==> src/elastic_word_store.sv <==
// How it works
// - Terminal and trunk modes recover a 1536 kHz clock; divide by eight for bits.
// - Phase at the frame edge is measured; one tracking step every 250 us.
// - Each step lengthens or shortens one 1536 kHz cycle by 65 ns.
// - Every other line clock is derived from the corrected recovered clock.
// - Trunk mode stores three B1 octets, three B2 octets and six D bits.
// - The store absorbs 50 us wander; beyond that a slip is flagged.
// - With the warning bit set, wander over 25 us raises a slip warning.
// - Terminal mode exports 1536 kHz, 768 kHz and 8 kHz clocks locked to line.
// - High to low ratios are 3:2 data clock, 1:2 frame sync, 1:1 768 kHz.
// - Second aux clock runs 32 kHz with select 0, 16 kHz even with select 1.
// - A tracking step may stretch or shrink one high or low phase, whichever it lands in, every 250 us.
// - The 1536 and 768 kHz outputs are registered and always change on the master clock's rising edge.
// - Trunk mode puts the recovered 1536 kHz clock on the first aux pin.
// - Level detector reports line signal, also under analog loop in terminal/trunk.
// - Network and line termination loops report only the own looped signal.
package line_clock_pkg;
    localparam longint REF_CLK_HZ      = 40000000;
    localparam longint REC_CLK_HZ      = 1536000;
    localparam int     PHASE_W         = 32;
    localparam longint PHASE_INC       = (REC_CLK_HZ << PHASE_W) / REF_CLK_HZ;
    localparam longint STEP_NS         = 65;
    localparam longint PHASE_STEP      = (STEP_NS * REC_CLK_HZ << PHASE_W) / 1000000000;
    localparam longint HIGH_LIMIT      = ((64'h1 << PHASE_W) * 3) / 5;
    localparam longint TRACK_US        = 250;
    localparam int     TRACK_CYC       = int'((TRACK_US * REF_CLK_HZ) / 1000000);
    localparam longint WARN_US         = 25;
    localparam int     WARN_CYC        = int'((WARN_US * REF_CLK_HZ) / 1000000);
    localparam longint SLIP_US         = 50;
    localparam int     SLIP_CYC        = int'((SLIP_US * REF_CLK_HZ) / 1000000);
    localparam int     TICKS_PER_FRAME = 192;
    localparam int     BIT_DIV_BIT     = 2;
    localparam int     SYNC_HIGH_TICKS = 64;
    localparam int     X32_TICKS       = 48;
    localparam int     X16_TICKS       = 96;
    localparam int     B_OCTET_W       = 8;
    localparam int     D_BITS_W        = 2;
    localparam int     STORE_DEPTH     = 3;
    localparam int     STORE_W         = 2 * B_OCTET_W + D_BITS_W;
    localparam int     TIMER_W         = 16;

    typedef enum logic [1:0] {
        MODE_TERMINAL,
        MODE_NETWORK_TERM,
        MODE_TRUNK,
        MODE_LINE_TERM
    } line_mode_e;
endpackage : line_clock_pkg

`timescale 1ns/1ps
module elastic_word_store #(
    parameter int WIDTH    = line_clock_pkg::STORE_W,
    parameter int DEPTH    = line_clock_pkg::STORE_DEPTH,
    parameter int WARN_LIM = line_clock_pkg::WARN_CYC,
    parameter int SLIP_LIM = line_clock_pkg::SLIP_CYC
) (
    input  wire logic             ref_clk,
    input  wire logic             rst,
    input  wire logic             enable,
    input  wire logic             warnEnable,
    input  wire logic             wrValid,
    input  wire logic [WIDTH-1:0] wrData,
    input  wire logic             rdReq,
    output logic      [WIDTH-1:0] rdData,
    output logic                  rdValid,
    output logic      [1:0]       fillLevel,
    output logic                  slipWarn,
    output logic                  slipLost
);
    localparam int TW = line_clock_pkg::TIMER_W;

    logic [WIDTH-1:0] mem_r [DEPTH];
    logic [1:0]       wrPtr_r;
    logic [1:0]       rdPtr_r;
    logic [TW-1:0]    sinceWr_r;
    logic [TW-1:0]    centre_r;
    logic             centreOk_r;
    logic [TW-1:0]    dev;
    logic             doWr;
    logic             doRd;
    logic             overrun;
    logic             underrun;
    logic             wanderOut;

    function automatic logic [1:0] wrapInc(input logic [1:0] p);
        wrapInc = (p == 2'(DEPTH - 1)) ? 2'h0 : p + 2'h1;
    endfunction : wrapInc

    assign overrun   = enable && wrValid && (fillLevel == 2'(DEPTH));
    assign underrun  = enable && rdReq && (fillLevel == 2'h0);
    assign doWr      = enable && wrValid && !overrun;
    assign doRd      = enable && rdReq && !underrun;
    assign dev       = (sinceWr_r > centre_r) ? sinceWr_r - centre_r : centre_r - sinceWr_r;
    assign wanderOut = enable && rdReq && centreOk_r && (dev > TW'(SLIP_LIM));

    always_ff @(posedge ref_clk) begin
        if (doWr) begin
            mem_r[wrPtr_r] <= wrData;
        end
    end

    always_ff @(posedge ref_clk or posedge rst) begin
        if (rst) begin
            wrPtr_r   <= 2'h0;
            rdPtr_r   <= 2'h0;
            fillLevel <= 2'h0;
        end else if (!enable) begin
            wrPtr_r   <= 2'h0;
            rdPtr_r   <= 2'h0;
            fillLevel <= 2'h0;
        end else begin
            if (doWr) begin
                wrPtr_r <= wrapInc(wrPtr_r);
            end
            if (doRd) begin
                rdPtr_r <= wrapInc(rdPtr_r);
            end
            fillLevel <= fillLevel + 2'(doWr) - 2'(doRd);
        end
    end

    always_ff @(posedge ref_clk or posedge rst) begin
        if (rst) begin
            rdData  <= '0;
            rdValid <= 1'b0;
        end else begin
            rdValid <= doRd;
            if (doRd) begin
                rdData <= mem_r[rdPtr_r];
            end
        end
    end

    // The write-to-read distance seen at the first read is taken as centre, so
    // wander is measured against where the store settled, not a fixed point.
    always_ff @(posedge ref_clk or posedge rst) begin
        if (rst) begin
            sinceWr_r  <= '0;
            centre_r   <= '0;
            centreOk_r <= 1'b0;
        end else begin
            if (wrValid) begin
                sinceWr_r <= '0;
            end else if (sinceWr_r != '1) begin
                sinceWr_r <= sinceWr_r + 1'b1;
            end
            if (!enable) begin
                centreOk_r <= 1'b0;
            end else if (rdReq && (!centreOk_r || wanderOut)) begin
                centre_r   <= sinceWr_r;
                centreOk_r <= 1'b1;
            end
        end
    end

    always_ff @(posedge ref_clk or posedge rst) begin
        if (rst) begin
            slipWarn <= 1'b0;
            slipLost <= 1'b0;
        end else begin
            slipLost <= wanderOut || overrun || underrun;
            slipWarn <= warnEnable && enable && rdReq && centreOk_r && (dev > TW'(WARN_LIM));
        end
    end
endmodule : elastic_word_store

==> src/line_clock_recovery_elastic_buffer.sv <==
`timescale 1ns/1ps
module line_clock_recovery_elastic_buffer #(
    parameter int TRACK_CYCLES = line_clock_pkg::TRACK_CYC,
    parameter int WORD_W       = line_clock_pkg::STORE_W
) (
    input  wire logic              ref_clk,
    input  wire logic              rst,
    input  wire logic [1:0]        lineMode,
    input  wire logic              slipWarnSelect,
    input  wire logic              lineFrameEdge,
    input  wire logic              lineLevelAbove,
    input  wire logic              ownLoopLevel,
    input  wire logic              analogLoopClosed,
    input  wire logic              lineWordValid,
    input  wire logic [WORD_W-1:0] lineWord,
    input  wire logic              portWordReq,
    output logic      [WORD_W-1:0] portWord,
    output logic                   portWordValid,
    output logic      [1:0]        storeFill,
    output logic                   recoveredClock,
    output logic                   recoveredBitClock,
    output logic                   portDataClock,
    output logic                   frameSyncClock,
    output logic                   auxClockOutA,
    output logic                   auxClockOutB,
    output logic                   signalPresent,
    output logic                   slipWarning,
    output logic                   slipDetected
);
    localparam int PW = line_clock_pkg::PHASE_W;
    localparam logic [PW-1:0] INC     = PW'(line_clock_pkg::PHASE_INC);
    localparam logic [PW-1:0] STEP    = PW'(line_clock_pkg::PHASE_STEP);
    localparam logic [PW-1:0] HIGH_LT = PW'(line_clock_pkg::HIGH_LIMIT);
    localparam logic [PW-1:0] DEAD    = PW'(line_clock_pkg::PHASE_STEP / 2);

    line_clock_pkg::line_mode_e mode;
    logic              terminal;
    logic              trunk;
    logic              recovering;

    logic [2:0]        edgeSync_r;
    logic [1:0]        levelSync_r;
    logic [1:0]        loopSync_r;
    logic              frameEdge;

    logic [PW-1:0]     phase_r;
    logic [PW:0]       phaseSum;
    logic [PW-1:0]     phaseAdd;
    logic              tick;
    logic [13:0]       trackCnt_r;
    logic              trackDue;
    logic [1:0]        errSign_r;
    logic [7:0]        tickCnt_r;

    assign mode       = line_clock_pkg::line_mode_e'(lineMode);
    assign terminal   = (mode == line_clock_pkg::MODE_TERMINAL);
    assign trunk      = (mode == line_clock_pkg::MODE_TRUNK);
    assign recovering = terminal || trunk;

    // Pin inputs pass two flops; the third stage only feeds the edge detector.
    always_ff @(posedge ref_clk or posedge rst) begin
        if (rst) begin
            edgeSync_r  <= 3'h0;
            levelSync_r <= 2'h0;
            loopSync_r  <= 2'h0;
        end else begin
            edgeSync_r  <= {edgeSync_r[1:0], lineFrameEdge};
            levelSync_r <= {levelSync_r[0], lineLevelAbove};
            loopSync_r  <= {loopSync_r[0], ownLoopLevel};
        end
    end

    assign frameEdge = edgeSync_r[1] && !edgeSync_r[2];

    // The 1536 kHz clock comes from a phase accumulator; a wrap is one cycle.
    // A tracking step moves the phase once, so only the cycle it lands in is
    // stretched or shortened and later cycles keep the nominal period.
    always_comb begin
        phaseAdd = INC;
        if (trackDue && errSign_r == 2'b01) begin
            phaseAdd = INC + STEP;
        end else if (trackDue && errSign_r == 2'b10) begin
            phaseAdd = INC - STEP;
        end
    end

    assign phaseSum = {1'b0, phase_r} + {1'b0, phaseAdd};
    assign tick     = phaseSum[PW];
    assign trackDue = (trackCnt_r == 14'(TRACK_CYCLES - 1));

    always_ff @(posedge ref_clk or posedge rst) begin
        if (rst) begin
            phase_r <= '0;
        end else if (!recovering) begin
            phase_r <= '0;
        end else begin
            phase_r <= phaseSum[PW-1:0];
        end
    end

    always_ff @(posedge ref_clk or posedge rst) begin
        if (rst) begin
            trackCnt_r <= 14'h0;
        end else if (!recovering || trackDue) begin
            trackCnt_r <= 14'h0;
        end else begin
            trackCnt_r <= trackCnt_r + 14'h1;
        end
    end

    // Sign of the last phase error: 01 clock lags, 10 clock leads, 00 none.
    // A marker that lands on the interval end is kept for the next interval;
    // with a frame period that is a multiple of the interval it would otherwise
    // be lost every time and tracking would never act.
    always_ff @(posedge ref_clk or posedge rst) begin
        if (rst) begin
            errSign_r <= 2'b00;
        end else if (!recovering) begin
            errSign_r <= 2'b00;
        end else if (frameEdge) begin
            if (phase_r < DEAD || phase_r > ~DEAD) begin
                errSign_r <= 2'b00;
            end else if (phase_r[PW-1]) begin
                errSign_r <= 2'b01;
            end else begin
                errSign_r <= 2'b10;
            end
        end else if (trackDue) begin
            errSign_r <= 2'b00;
        end
    end

    // The divided clocks count the recovered tick, never the master clock; the 1536 kHz outputs compare the accumulator phase.
    always_ff @(posedge ref_clk or posedge rst) begin
        if (rst) begin
            tickCnt_r <= 8'h0;
        end else if (!recovering) begin
            tickCnt_r <= 8'h0;
        end else if (tick) begin
            if (tickCnt_r == 8'(line_clock_pkg::TICKS_PER_FRAME - 1)) begin
                tickCnt_r <= 8'h0;
            end else begin
                tickCnt_r <= tickCnt_r + 8'h1;
            end
        end
    end

    function automatic logic lowerPart(input logic [7:0] cnt, input int period);
        lowerPart = ((cnt % 8'(period)) < 8'(period / 2));
    endfunction : lowerPart

    // Edges follow the accumulator, so a step can move any of them by whole
    // master periods; all outputs are registered and sit on a rising master edge.
    always_ff @(posedge ref_clk or posedge rst) begin
        if (rst) begin
            recoveredClock    <= 1'b0;
            recoveredBitClock <= 1'b0;
            portDataClock     <= 1'b0;
            frameSyncClock    <= 1'b0;
            auxClockOutA      <= 1'b0;
            auxClockOutB      <= 1'b0;
        end else begin
            recoveredClock    <= recovering && (phase_r < HIGH_LT);
            recoveredBitClock <= recovering && !tickCnt_r[line_clock_pkg::BIT_DIV_BIT];
            portDataClock     <= terminal && (phase_r < HIGH_LT);
            frameSyncClock    <= terminal && (tickCnt_r < 8'(line_clock_pkg::SYNC_HIGH_TICKS));
            if (terminal) begin
                auxClockOutA <= !tickCnt_r[0];
            end else begin
                auxClockOutA <= trunk && (phase_r < HIGH_LT);
            end
            if (!terminal) begin
                auxClockOutB <= 1'b0;
            end else if (slipWarnSelect) begin
                auxClockOutB <= lowerPart(tickCnt_r, line_clock_pkg::X16_TICKS);
            end else begin
                auxClockOutB <= lowerPart(tickCnt_r, line_clock_pkg::X32_TICKS);
            end
        end
    end

    always_ff @(posedge ref_clk or posedge rst) begin
        if (rst) begin
            signalPresent <= 1'b0;
        end else if (analogLoopClosed && !recovering) begin
            signalPresent <= loopSync_r[1];
        end else begin
            signalPresent <= levelSync_r[1];
        end
    end

    elastic_word_store #(
        .WIDTH    (WORD_W),
        .DEPTH    (line_clock_pkg::STORE_DEPTH),
        .WARN_LIM (line_clock_pkg::WARN_CYC),
        .SLIP_LIM (line_clock_pkg::SLIP_CYC)
    ) store (
        .ref_clk    (ref_clk),
        .rst        (rst),
        .enable     (trunk),
        .warnEnable (slipWarnSelect),
        .wrValid    (lineWordValid),
        .wrData     (lineWord),
        .rdReq      (portWordReq),
        .rdData     (portWord),
        .rdValid    (portWordValid),
        .fillLevel  (storeFill),
        .slipWarn   (slipWarning),
        .slipLost   (slipDetected)
    );
endmodule : line_clock_recovery_elastic_buffer

==> config.mk <==
export PLATFORM = sky130hd
export DESIGN_NAME = line_clock_recovery_elastic_buffer
export DESIGN_NICKNAME = d
export VERILOG_FILES = /design/src/elastic_word_store.sv /design/src/line_clock_recovery_elastic_buffer.sv
export SDC_FILE = /design/constraint.sdc
export NUM_CORES = 1
export LEC_CHECK = 0
export BUFFER_PORTS_ARGS = -buffer_cell sky130_fd_sc_hd__buf_2
export CORE_AREA = 2 2 139 141
export CTS_CLUSTER_DIAMETER = 200
export DETAILED_ROUTE_END_ITERATION = 8
export DIE_AREA = 0 0 141 143
export PLACE_DENSITY = 0.88
export SLEW_MARGIN = 15
export SYNTH_ARGS = -nofsm -noshare
export SYNTH_HDL_FRONTEND = slang
export SYNTH_SLANG_ARGS = --single-unit
==> constraint.sdc <==
create_clock -name ref_clk -period 4.1 [get_ports ref_clk]
set_input_delay 0.82 -clock ref_clk [delete_from_list [all_inputs] [get_ports ref_clk]]
set_output_delay 0.82 -clock ref_clk [all_outputs]
set_load 0.02 [all_outputs]
# Yosys cells after proc, flatten, opt, wreduce, memory -nomap -nowiden
# Memory sizes are Yosys's and may differ from the RTL's. A register that Yosys moved wholly into a read port is not among the register bits.
# Index checks and enable logic that the tools add are counted.
[word_totals] mem_bits_rw=54 inputBits=29 mem_count=1 output_inout_bits=30 elab_cells=128 latch_bits=0 regBits=112 rom_bits=0
[mem_list] memory="store.mem_r" words=3 width=18 read_ports=1 rd_ports_with_merged_regs=1 wr=1 line="elastic_word_store.sv:72" text="logic [WIDTH-1:0] mem_r [DEPTH];"
[op_classes] multipliers=0 eq_ne=14 bitwise_logic=0 muxes=30 div_mod_pow=2 n_addsub=10 shift=0 n_lt_le_gt_ge=9 n_reduce_logical=39
[op_table] operator="two-way mux 32 bit" n=3
[op_table] operator="two-way mux 16 bit" n=3
[op_table] operator="adder 32 x 32 -> 33 bit" n=1
[op_table] operator="> comparator 32 bit (second input constant)" n=1
[op_table] operator="< comparator 32 x 28 -> 1 bit (second input constant)" n=1
[op_table] operator="< comparator 32 bit (second input constant)" n=1
[op_table] operator="subtractor 16 bit" n=2
[op_table] operator="two-way mux 2 bit" n=12
[op_table] operator="two-way mux 8 bit" n=3
[op_table] operator="logical AND 1 bit" n=22
[op_table] operator="adder 16 x 1 -> 16 bit (second input constant)" n=1
[op_table] operator="> comparator 16 x 10 -> 1 bit (second input constant)" n=1
[op_table] operator="> comparator 16 x 11 -> 1 bit (second input constant)" n=1
[op_table] operator="> comparator 16 bit" n=1
[op_table] operator="!= test 16 bit (second input constant)" n=1
[op_table] operator="adder 14 x 1 -> 14 bit (second input constant)" n=1
[op_table] operator="equality test 14 bit (second input constant)" n=1
[op_table] operator="two-way mux 14 bit" n=1
[op_table] operator="equality test 2 bit (second input constant)" n=5
[op_table] operator="adder 8 x 1 -> 8 bit (second input constant)" n=1
[op_table] operator="equality test 8 bit (second input constant)" n=1
[op_table] operator="< comparator 8 x 5 -> 1 bit (second input constant)" n=1
[op_table] operator="< comparator 8 x 6 -> 1 bit (second input constant)" n=1
[op_table] operator="< comparator 8 x 7 -> 1 bit (second input constant)" n=1
[op_table] operator="other kinds (15)" n=37

# Depth between registers and ports, before layout
# Gate-level depths: netlist of the first run.
[depth] depth_word=8 ltp_mapped=17

# Cells and area by module
# Synthesis of the first run repeated with hierarchy kept, for this count alone.
[hier_totals] cells_unflattened=1121 area_unflattened_um2=10936.7
[by_module_without_submodules] mod="elastic_word_store" cells_per_inst=631 seq_area_each_um2=3123.0 area_per_inst_um2=6497.5 instances=1
[by_module_without_submodules] mod="line_clock_recovery_elastic_buffer" cells_per_inst=490 seq_area_each_um2=1726.7 area_per_inst_um2=4439.3 instances=1

# Worst setup path after synthesis of the first run
# OpenSTA, ideal clock, no wires.
[synth_path] path_type="flip-flop to flip-flop" start="reg trackCnt_r[0]" end="reg tickCnt_r[5]" path_buffers=0 t_required_ns=3.990 path_stages_with_launch=17 setup_slack_ns=-0.133 arrival_time_ns=4.123 period_less_slack_ns=4.233 path_cell_list="dfrtp_1 > ha_1 > and3_1 > nand4_1 > or3b_2 > nand2_1 > ha_1 > a21oi_1 > o21ai_0 > a22o_1 > a2111oi_0 > or3_1 > o211ai_1 > a21boi_0 > o31a_1 > or2_2 > o41ai_1"
[synth_via] elab_chain_len=6 elab_cells_between_ends=7 classes_between="1 x add/sub; 2 x eq/ne; 2 x mux; 2 x reduce/logical"
[synth_rtl] item="from (decl)" line="line_clock_recovery_elastic_buffer.sv:50" text="logic [13:0] trackCnt_r;"
[synth_rtl] item="from (signal assigned)" line="line_clock_recovery_elastic_buffer.sv:107" text="trackCnt_r <= trackCnt_r + 14'h1;"
[synth_rtl] item="equality test 14 bit (*)" line="line_clock_recovery_elastic_buffer.sv:89" text="assign trackDue = (trackCnt_r == 14'(TRACK_CYCLES - 1));"
[synth_rtl] item="logical AND 1 bit" line="line_clock_recovery_elastic_buffer.sv:82" text="end else if (trackDue && errSign_r == 2'b10) begin"
[synth_rtl] item="two-way mux 32 bit" line="line_clock_recovery_elastic_buffer.sv:82"
[synth_rtl] item="two-way mux 32 bit (*)" line="line_clock_recovery_elastic_buffer.sv:80" text="if (trackDue && errSign_r == 2'b01) begin"
[synth_rtl] item="adder 32 x 32 -> 33 bit (*)" line="line_clock_recovery_elastic_buffer.sv:87" text="assign phaseSum = {1'b0, phase_r} + {1'b0, phaseAdd};"
[synth_rtl] item="!= test 2 x 1 -> 1 bit (no line) (*)"
[synth_rtl] item="to (signal assigned)" line="line_clock_recovery_elastic_buffer.sv:143" text="tickCnt_r <= tickCnt_r + 8'h1;"
[synth_rtl] item="to (decl)" line="line_clock_recovery_elastic_buffer.sv:53" text="logic [7:0] tickCnt_r;"
# Mark *: on every way between the ends. The rest lies on a longest branch, timed or not.
# A chain may end at the register's enable or synchronous reset.

# Final worst setup path of the first run
[layout_path] start="reg trackCnt_r[0]" end="reg tickCnt_r[7]"
# The elaborated chain is that of the path after synthesis.

==> impl_results.md, run 1 <==
- Status: complete, but fails checks
- Failing checks: negative setup slack
- Ys async rst share: between 70% and 80%
- Leak pwr: 0.005444 uW
- GRT Util Overall: between 20% and 30%
- Drt wl/cell: 18.61 um
- Yosys cell types: 80
- Ratio of final minimum period to clock period: 101.7%
- Placed Cells: roughly 1.3k
- Final setup margin: -0.06931 ns
- Most frequent cells in the layout: dfrtp_1, nor2_1, buf_4
- Maximum VDD drop: roughly 0.32 mV
- Core area: approximately 0.019 mm2
- Die area: just over 0.02 mm2
- CP Data Required Time: between 4 and 5 ns
- Fin cells: ~1.4k
- Die Y: around 140 um
- Register area share after synthesis: ~48%
- R2R Setup Slk: -0.07 ns
- Max incr delay on CP: just under 0.5 ns
- Mapped cell area: just over 0.01 mm2
- DRC errors left: 0
- Initial antenna violation count: 0
- Crit. End Element: flop
- Max clock buf depth: 2
- Grt total ovfl: 0
- Drt initial violations: roughly 800
- Area growth syn-to-layout: 18.26%
- Vias after detailed routing: between 8k and 9k
- Worst Tran Pin Value: between 1 and 1.5 ns
- Worst r2r path cells: 16
- WP depth: 16
- # IOs: 59
- Worst hold path depth: 0
- Min Tclk post-route: around 4.2 ns
- Design Power: 4896 uW
- Power per cell area: between 400 and 500 mW/mm2
- Worst skew pair latency: around 0.45 ns
- Setup TNS: -0.09036 ns
- Layout cells sized above 1: 19.81%
- Worst slew margin: 21.37%
- DR vias/cell: approximately 6
- Htree depth: 4
- Post-Synthesis Cells: 1,021
- ANT cells: 0
- CTS Root Buffer Type: clkbuf_16
- Vias in the first global route: ~8k
- Number of I/O port buffers: 58
- Antenna Nets Post-Route: 0
- Mean Syn Cell Area: between 9 and 10 um2
- Final nets: 1,231
- Crit-path cells: ha_2 > and3_4 > nand4_1 > or3b_4 > buf_6 > ha_4 > and4_1 > a22o_1 > a2111oi_4 > or3_4 > o211ai_1 > a21boi_1 > o31a_1 > buf_4 > o21ai_4 > o31ai_4
- Fillcell total: between 1k and 1.5k
- Worst path bufs/invs: 2
- CP Max Fanout: 11
- Routability cong.: 0.9242
- #FFs+latches synth: roughly 180
- Die Wd: around 140 um
- Crit start category: flop
- Clk sinks: between 150 and 200
- Hold buffer count at CTS: 0
- Multi-input logic area: a little over 0.005 mm2
- Final Setup Violations: 2
- Seq. cell area: about 0.0049 mm2
- Synth Flop Type: dfrtp_1
- Row count: 50
- Clock-pin slew on the worst setup and hold paths: 0.08 ns
- CTS tree: done
- First drt pass iteration count: 5
- Routed wire length: 25,780 um
- Crit-path slowest cell: or3b_4
- Fin. Hold Viols: 0
- Max-cap check violation count: 0
- Post-Route Skew: about 0.015 ns
- Largest net degree at the start of global routing: between 60 and 70
- CP arrival: 4.47 ns
- Kind of critical path: flop to flop
- HP Class: flop to flop
- First-pass GRT wire length: between 30,000 and 40,000 um
- Syn_nets: 1,114
- Yosys warns: 0
- Initial Utilization: 54.94%
- Number of flops mapped to enable cells by yosys: 54
- DPL Wire Length: around 17,000 um
- CTS Buf Count: 17
- Largest delay contributor family on the critical path: simple AND/OR/NAND/NOR gates
- Final Slew Violations: 0
- Post-place setup slack: -0.1650 ns
- Max frequency: 239.8 MHz
- Most common cell after layout, fill and taps aside: dfrtp_1
-- report_power, final --
group,switching [uW],internal (uW),leakage [uW]
sequential,98.0,1970,0.00221
clock,843,838,0.000296
combinational,658,487,0.00294
total,1600,3300,0.00544
-- metrics by stage --
| stage | util (%) | cell area, um2 | hold slack, ns |
|---|---|---|---|
| after floorplan | - | 10220 | 0.3312 |
| after global placement | 60.22 | 11190 | 0.3371 |
| after detailed placement | 60.22 | 11190 | 0.3363 |
| after CTS | 63.85 | 11860 | 0.3548 |
| after global routing | 64.98 | 12070 | 0.3588 |
| final | 64.98 | 12070 | 0.3544 |
-- cell type report --
class                   count  share of cell area [%]
inverters                  50                   1.606
repair buffers            139                   7.680
clock buffers              17                   3.524
well taps                 234                   2.425
multi-input cells         747                   42.99
clock inverters            15                   1.596
flip-flops and latches    183                   40.18
-- state kept, by name, summed over array words and instances, names as in the netlist, 3 cells and up --
name             cells
edgeSync_r           3
phase_r             31
store.centre_r      16
store.mem_r         54
store.rdData        18
store.sinceWr_r     16
tickCnt_r            8
trackCnt_r          14
-- worst paths after layout --
| check | startpoint | to |
|---|---|---|
| max in group asynchronous | rst | errSign_r[0] |
| min in group asynchronous | rst | trackCnt_r[0] |
| worst max-delay path | trackCnt_r[0] | tickCnt_r[7] |
| worst min register to register | loopSync_r[0] | loopSync_r[1] |
| worst min-delay path | loopSync_r[0] | loopSync_r[1] |
| worst max register to register | trackCnt_r[0] | tickCnt_r[7] |
-- kinds of logic after synthesis --
group	Yosys count	share of synthesized area, %
xor+xnor	60	5.148
fa+ha+maj	64	8.065
flops	183	47.51
buf+inv	91	3.738
simple gates	351	16.47
compound gates	234	15.31
mux	38	3.763
-- cell usage after synthesis, drive strengths merged, types with 22 or more instances --
master | number | area share, %
xnor2 | 38 | 3.3
clkbuf | 27 | 1.0
edfxtp | 54 | 16
dfrtp | 129 | 32
mux2i | 35 | 3.4
ha | 61 | 7.5
nor2 | 124 | 4.6
nand2 | 74 | 2.7
o21ai | 60 | 2.9
a21oi | 63 | 3.1
inv | 50 | 1.8
nand3 | 34 | 1.7
xor2 | 22 | 1.9
nor3 | 22 | 1.1
-- metal layers --
layer / vias up / share of wire (%) / track usage [%] / routed length (um)
met5: - / 0 / 0 / 0
met3: 84 / 5.7 / 5.198 / 1466
li1: 3865 / - / - / -
met2: 359 / 50 / 41.54 / 12820
met4: 0 / 3.4 / 9.842 / 883
met1: 4034 / 41 / 32.10 / 10610
-- what timing repair did --
| item | 4_1_cts | 5_1_grt |
|---|---|---|
| setup endpoints to repair | 15 | 22 |
| buffers inserted | 4 | 5 |
| resized for setup | 9 | 39 |
| pin swaps | 7 | 13 |
Power figures use the tool's default switching activity.
==> run 2, diff against run 1 <==
--- a/config.mk
+++ b/config.mk
@@ -6,11 +6,11 @@
 export NUM_CORES = 1
 export LEC_CHECK = 0
 export BUFFER_PORTS_ARGS = -buffer_cell sky130_fd_sc_hd__buf_2
-export CORE_AREA = 2 2 139 141
+export CORE_AREA = 2 2 179 181
 export CTS_CLUSTER_DIAMETER = 200
 export DETAILED_ROUTE_END_ITERATION = 8
-export DIE_AREA = 0 0 141 143
-export PLACE_DENSITY = 0.88
+export DIE_AREA = 0 0 181 183
+export PLACE_DENSITY = 0.62
 export SLEW_MARGIN = 15
 export SYNTH_ARGS = -nofsm -noshare
 export SYNTH_HDL_FRONTEND = slang
==> run 2 against run 1 <==
Against the previous run:
- hold slack lost 0.0043 ns
- die area increased by 64%
- first-iteration DRC count decreased by 46%
- setup slack better by 0.16 ns
- clock power fell by 5%
- sequential power hardly changed
- largest cell class unchanged
- sequential share of layout area decreased by 0.65 points
- critical path depth rose by 2
- highest routed layer is now met5
- the flow now finishes without violations
- critical path type unchanged
- global-route usage fell by 11 points
- largest power group unchanged
==> impl_results.md, run 2 (same netlist as run 1, synthesis figures left out) <==
- CTS tree: done
- DR vias/cell: between 5 and 6
- Largest delay contributor family on the critical path: compound AO/OA/AOI/OAI gates
- Min Tclk post-route: roughly 4 ns
- Crit-path cells: ha_2 > and3_4 > nand4_1 > or3b_4 > nand2_4 > ha_4 > fa_2 > a211o_1 > a221o_1 > a221oi_2 > o31a_1 > o21ai_4 > a211oi_2 > buf_4 > o21a_1 > nor2_2 > xnor2_1 > nor2_1
- CTS Root Buffer Type: clkbuf_16
- Post-Route Skew: between 0.01 and 0.015 ns
- Fillcell total: ~3.1k
- Die Y: roughly 180 um
- Biggest register: store.mem_r
- Routed wire length: between 20,000 and 25,000 um
- Max-cap check violation count: 0
- Status: complete, no violations
- Design Power: between 4000 and 5000 uW
- Post-place setup slack: -0.2075 ns
- Final Setup Violations: 0
- CTS Buf Count: 17
- Initial antenna violation count: 1
- Metal2 WL: between 10,000 and 15,000 um
- First drt pass iteration count: 4
- Hold buffer count at CTS: 0
- Crit-path slowest cell: dfrtp_1
- Seq. cell area: just under 0.005 mm2
- Worst path bufs/invs: 1
- Number of I/O port buffers: 58
- Fin. Hold Viols: 0
- Final nets: between 1k and 1.5k
- Ratio of final minimum period to clock period: a little over nine tenths
- Crit. End Element: flop
- Largest registers: store.mem_r x54, phase_r x31, store.rdData x18
- Vias after detailed routing: roughly 7.8k
- Htree depth: 4
- Power per cell area: 391.2 mW/mm2
- Die area: between 0.03 and 0.04 mm2
- RSZ-0062 raised after global routing: true
- Multi-input logic area: roughly 0.0051 mm2
- CP Max Fanout: 5
- Layout cells sized above 1: 19.67%
- Max incr delay on CP: between 0.3 and 0.4 ns
- CP arrival: ~4.3 ns
- Max frequency: around 250 MHz
- Final Slew Violations: 0
- Initial Utilization: roughly a third
- Drt initial violations: ~430
- Maximum VDD drop: between 0.15 and 0.2 mV
- Final setup margin: roughly 0.09 ns
- CP Data Required Time: about 4.4 ns
- Die Wd: about 180 um
- GRT Util Overall: 14.25%
- Uppermost routed layer: met5
- Worst skew pair latency: 0.43 ns
- Core area: around 0.031 mm2
- Clock-pin slew on the worst setup and hold paths: roughly 0.070 ns
- Crit start category: flop
- First-pass GRT wire length: about 38,000 um
- Worst Tran Pin Value: between 1 and 1.5 ns
- Drt wl/cell: roughly 15 um
- Worst slew margin: between 20% and 30%
- Setup TNS: 0 ns
- HP Class: flop to flop
- Kind of critical path: flop to flop
- Antenna Nets Post-Route: 0
- Grt total ovfl: 0
- Routed met1 length: approximately 11,000 um
- ANT cells: 0
- Vias in the first global route: between 7k and 8k
- Routability cong.: slightly above 0.9
- DPL Wire Length: 17,110 um
- Area growth syn-to-layout: 20.19%
- Leak pwr: 0.005461 uW
- # IOs: 59
- Max reg flops: 54
- Met3 wire length: 636 um
- Max clock buf depth: 2
- Row count: 65
- Most common cell after layout, fill and taps aside: dfrtp_1
- DRC errors left: 0
- Most frequent cells in the layout: dfrtp_1, nor2_1, buf_4
- Largest net degree at the start of global routing: 53
- Clk sinks: approximately 180
-- run 2: worst paths after layout --
| check | start | to | slack [ns] | cells after the start |
|---|---|---|---|---|
| worst max-delay path | trackCnt_r[0] | phase_r[31] | 0.09 | 18 |
| worst min-delay path | levelSync_r[0] | levelSync_r[1] | 0.35 | 0 |
| worst max register to register | trackCnt_r[0] | phase_r[31] | 0.09 | 18 |
| worst min register to register | levelSync_r[0] | levelSync_r[1] | 0.35 | 0 |
| max in group asynchronous | rst | phase_r[29] | 2.53 | 3 |
| min in group asynchronous | rst | store.rdData[17] | 0.55 | 2 |
-- run 2: through the flow --
step,cell area (um2),instances,util (%),hold WS (ns)
CTS,12100,1555,38.74,0.3515
floorplan,10220,1021,-,0.3312
detailed placement,11470,1521,36.72,0.3347
global route,12270,1561,39.29,0.3664
global placement,11470,1521,36.72,0.3327
finish,12270,1561,39.29,0.3501
-- run 2: metal layers --
metal	up-vias	global-route usage, %
met4	2	5.106
li1	3885	-
met2	130	23.43
met3	31	2.224
met5	-	0
met1	3788	19.15
-- run 2: final cells by class --
class	count	share of cell area, %
Tap cell	402	4.100
Inverter	50	1.560
Timing Repair Buffer	147	8.077
Clock buffer	18	3.671
Clock inverter	14	1.112
Sequential cell	183	39.53
Multi-Input combinational cell	747	41.95
-- run 2: timing repair --
item / in CTS / in global routing
setup buffers: 2 / 6
pin swaps: 6 / 21
gates cloned: 0 / 0
endpoints found under the setup margin: 16 / 17
resized for setup: 9 / 24
-- run 2: report_power, final --
group | switching, uW | internal (uW) | total, uW
Clock | 751 | 840 | 1590
Sequential | 92.7 | 1970 | 2070
Combinational | 647 | 495 | 1140
==> run 3, diff against run 2 <==
--- a/config.mk
+++ b/config.mk
@@ -6,11 +6,12 @@
 export NUM_CORES = 1
 export LEC_CHECK = 0
 export BUFFER_PORTS_ARGS = -buffer_cell sky130_fd_sc_hd__buf_2
-export CORE_AREA = 2 2 179 181
+export CORE_AREA = 2 2 163 165
 export CTS_CLUSTER_DIAMETER = 200
 export DETAILED_ROUTE_END_ITERATION = 8
-export DIE_AREA = 0 0 181 183
-export PLACE_DENSITY = 0.62
+export DIE_AREA = 0 0 165 167
+export GPL_TIMING_DRIVEN = 0
+export PLACE_DENSITY = 0.7
 export SLEW_MARGIN = 15
 export SYNTH_ARGS = -nofsm -noshare
 export SYNTH_HDL_FRONTEND = slang
==> run 3 against run 2 <==
Against the previous run:
- the run now ends with negative setup slack left
- cell count shrank 2.1%
- sequential share of layout area shrank 1.1 points
- sequential cell count unchanged
- register-to-register slack worse by 0.17 ns
- die area down 17%
- clock skew is 0.0033 ns higher
- sequential power is essentially flat
- clock-buffer cell count shrank 1
- highest routed layer is now met4
==> impl_results.md, run 3 (same netlist as run 1, synthesis figures left out) <==
- Row count: 59
- Htree depth: 4
- Clock-pin slew on the worst setup and hold paths: 0.07 ns
- Initial Utilization: 39.62%
- Worst slew margin: between 40% and 50%
- Post-place setup slack: -0.9975 ns
- Max frequency: roughly 240 MHz
- Design Power: roughly 4900 uW
- DRC errors left: 0
- Max-cap check violation count: 0
- Crit start category: flop
- CP arrival: 4.49 ns
- Drt initial violations: roughly 800
- CTS tree: done
- Kind of critical path: flop to flop
- Status: complete, but fails checks
- Most frequent cells in the layout: dfrtp_1, nor2_1, buf_4
- First-pass GRT wire length: between 40,000 and 50,000 um
- Post-Route Skew: 0.01354 ns
- Worst skew pair latency: ~0.44 ns
- Maximum VDD drop: roughly 0.26 mV
- Die area: 0.02756 mm2
- GRT Util Overall: between 15 and 20%
- Area growth syn-to-layout: 23.74%
- DPL Wire Length: 17,220 um
- Fillcell total: 2,281
- Max reg flops: 54
- Final setup margin: -0.08197 ns
- CP Max Fanout: 7
- RSZ-0062 raised after global routing: true
- Max clock buf depth: 2
- # IOs: 59
- DR vias/cell: roughly 5.4
- Power per cell area: 386.9 mW/mm2
- Failing checks: negative setup slack
- CTS Root Buffer Type: clkbuf_16
- Vias after detailed routing: 8,234
- Worst r2r path cells: 18
- Drt wl/cell: around 17 um
- R2R Setup Slk: -0.08 ns
- Die Wd: 165 um
- Routability cong.: between 0.8 and 0.9
- Layout cells sized above 1: 21.39%
- Largest registers: store.mem_r x54, phase_r x31, store.rdData x18
- Worst r2r dst: phase_r[31]
- Crit. End Element: flop
- Biggest register: store.mem_r
- Min Tclk post-route: between 4 and 5 ns
- Largest net degree at the start of global routing: 35
- Ratio of final minimum period to clock period: 102.0%
- Hold worst-path end: edgeSync_r[1]
- Critical Path Source: trackCnt_r[1]
- Final Setup Violations: 9
- Hold wc startpoint: edgeSync_r[0]
- First drt pass iteration count: 8
- Core area: about 0.026 mm2
- Reg2reg start: trackCnt_r[1]
- CP Data Required Time: between 4 and 5 ns
- Antenna Nets Post-Route: 0
- Fin cells: around 1.5k
- HP Class: flop to flop
- Most common cell after layout, fill and taps aside: dfrtp_1
- Fin. Hold Viols: 0
- Worst Tran Pin Value: about 0.80 ns
- Initial antenna violation count: 0
- Vias in the first global route: 8,119
- CTS Buf Count: 17
- Final Slew Violations: 0
- Number of I/O port buffers: 56
- Worst hold path depth: 0
- Final nets: ~1.3k
- Placed Cells: approximately 1.4k
- Clk sinks: approximately 180
- Routed wire length: 25,430 um
- Leak pwr: around 0.0055 uW
- Die Y: 167 um
- Grt total ovfl: 0
[run 3: changes by cell type in the layout (fill, tap and decap cells not counted), moves of 3 or more]
cell,change
buf_4,-10
o21ai_0,-3
clkbuf_1,+24
buf_6,+7
inv_1,-3
buf_1,+4
ha_1,-4
ha_4,+4
a21oi_2,+3
a21oi_1,-3
[run 3: final cells by class]
type                    instances  area [um2]  area share [%]
well taps                     335       419.2           3.318
flip-flops and latches        183        4851           38.40
diodes                          1       2.502         0.01981
clock inverters                15       180.2           1.426
inverters                      50       202.7           1.605
repair buffers                139        1003           7.944
clock buffers                  17       425.4           3.368
multi-input cells             747        5339           42.26
plain buffers                  41       209.0           1.654
[run 3: power breakdown]
part | switching (uW) | internal, uW | leakage, uW
Clock | 791 | 878 | 0.000298
Sequential | 86.8 | 1970 | 0.00221
Combinational | 667 | 491 | 0.00304
[run 3: critical path, cell delays in order (launching register included)]
cell,delay (ns)
dfrtp_1,0.42
ha_4,0.18
and3_4,0.19
nand4_1,0.09
buf_4,0.14
or3b_4,0.24
nand2_8,0.13
ha_4,0.19
fa_2,0.38
a211o_1,0.29
a221o_1,0.39
a221oi_4,0.35
o31a_1,0.26
o21ai_4,0.12
a211oi_4,0.27
o21a_1,0.16
nor2_1,0.05
xnor2_1,0.15
nor2_1,0.05
[run 3: how the worst max path moves through the flow]
stage                   endpoint  cells after the start
global route         phase_r[23]                     18
CTS                 tickCnt_r[5]                     14
detailed placement  tickCnt_r[7]                     17
finish               phase_r[31]                     18
global placement    tickCnt_r[5]                     17
floorplan           tickCnt_r[5]                     16
[run 3: metal layers]
metal	wire length (um)	GRT usage [%]
met1	11140	24.05
met2	12740	30.74
met3	931	2.690
met4	617	5.709
met5	0	0
[run 3: what timing repair did]
action	in CTS	in global routing
resized for setup	36	47
setup endpoints to repair	27	46
pin swaps	13	22
gates cloned	0	2
hold buffers	0	0
buffers inserted	49	24
[run 3: stage by stage]
stage               area [um2]  setup TNS (ns)  hold WS, ns  util, %
floorplan                10220               0       0.3312        -
global placement         10920          -29.84       0.3371    42.39
detailed placement       11080          -13.97       0.3347    42.99
CTS                      12210               0       0.3515    47.41
global route             12630          -2.306       0.3597    49.02
finish                   12630         -0.3878       0.3504    49.03
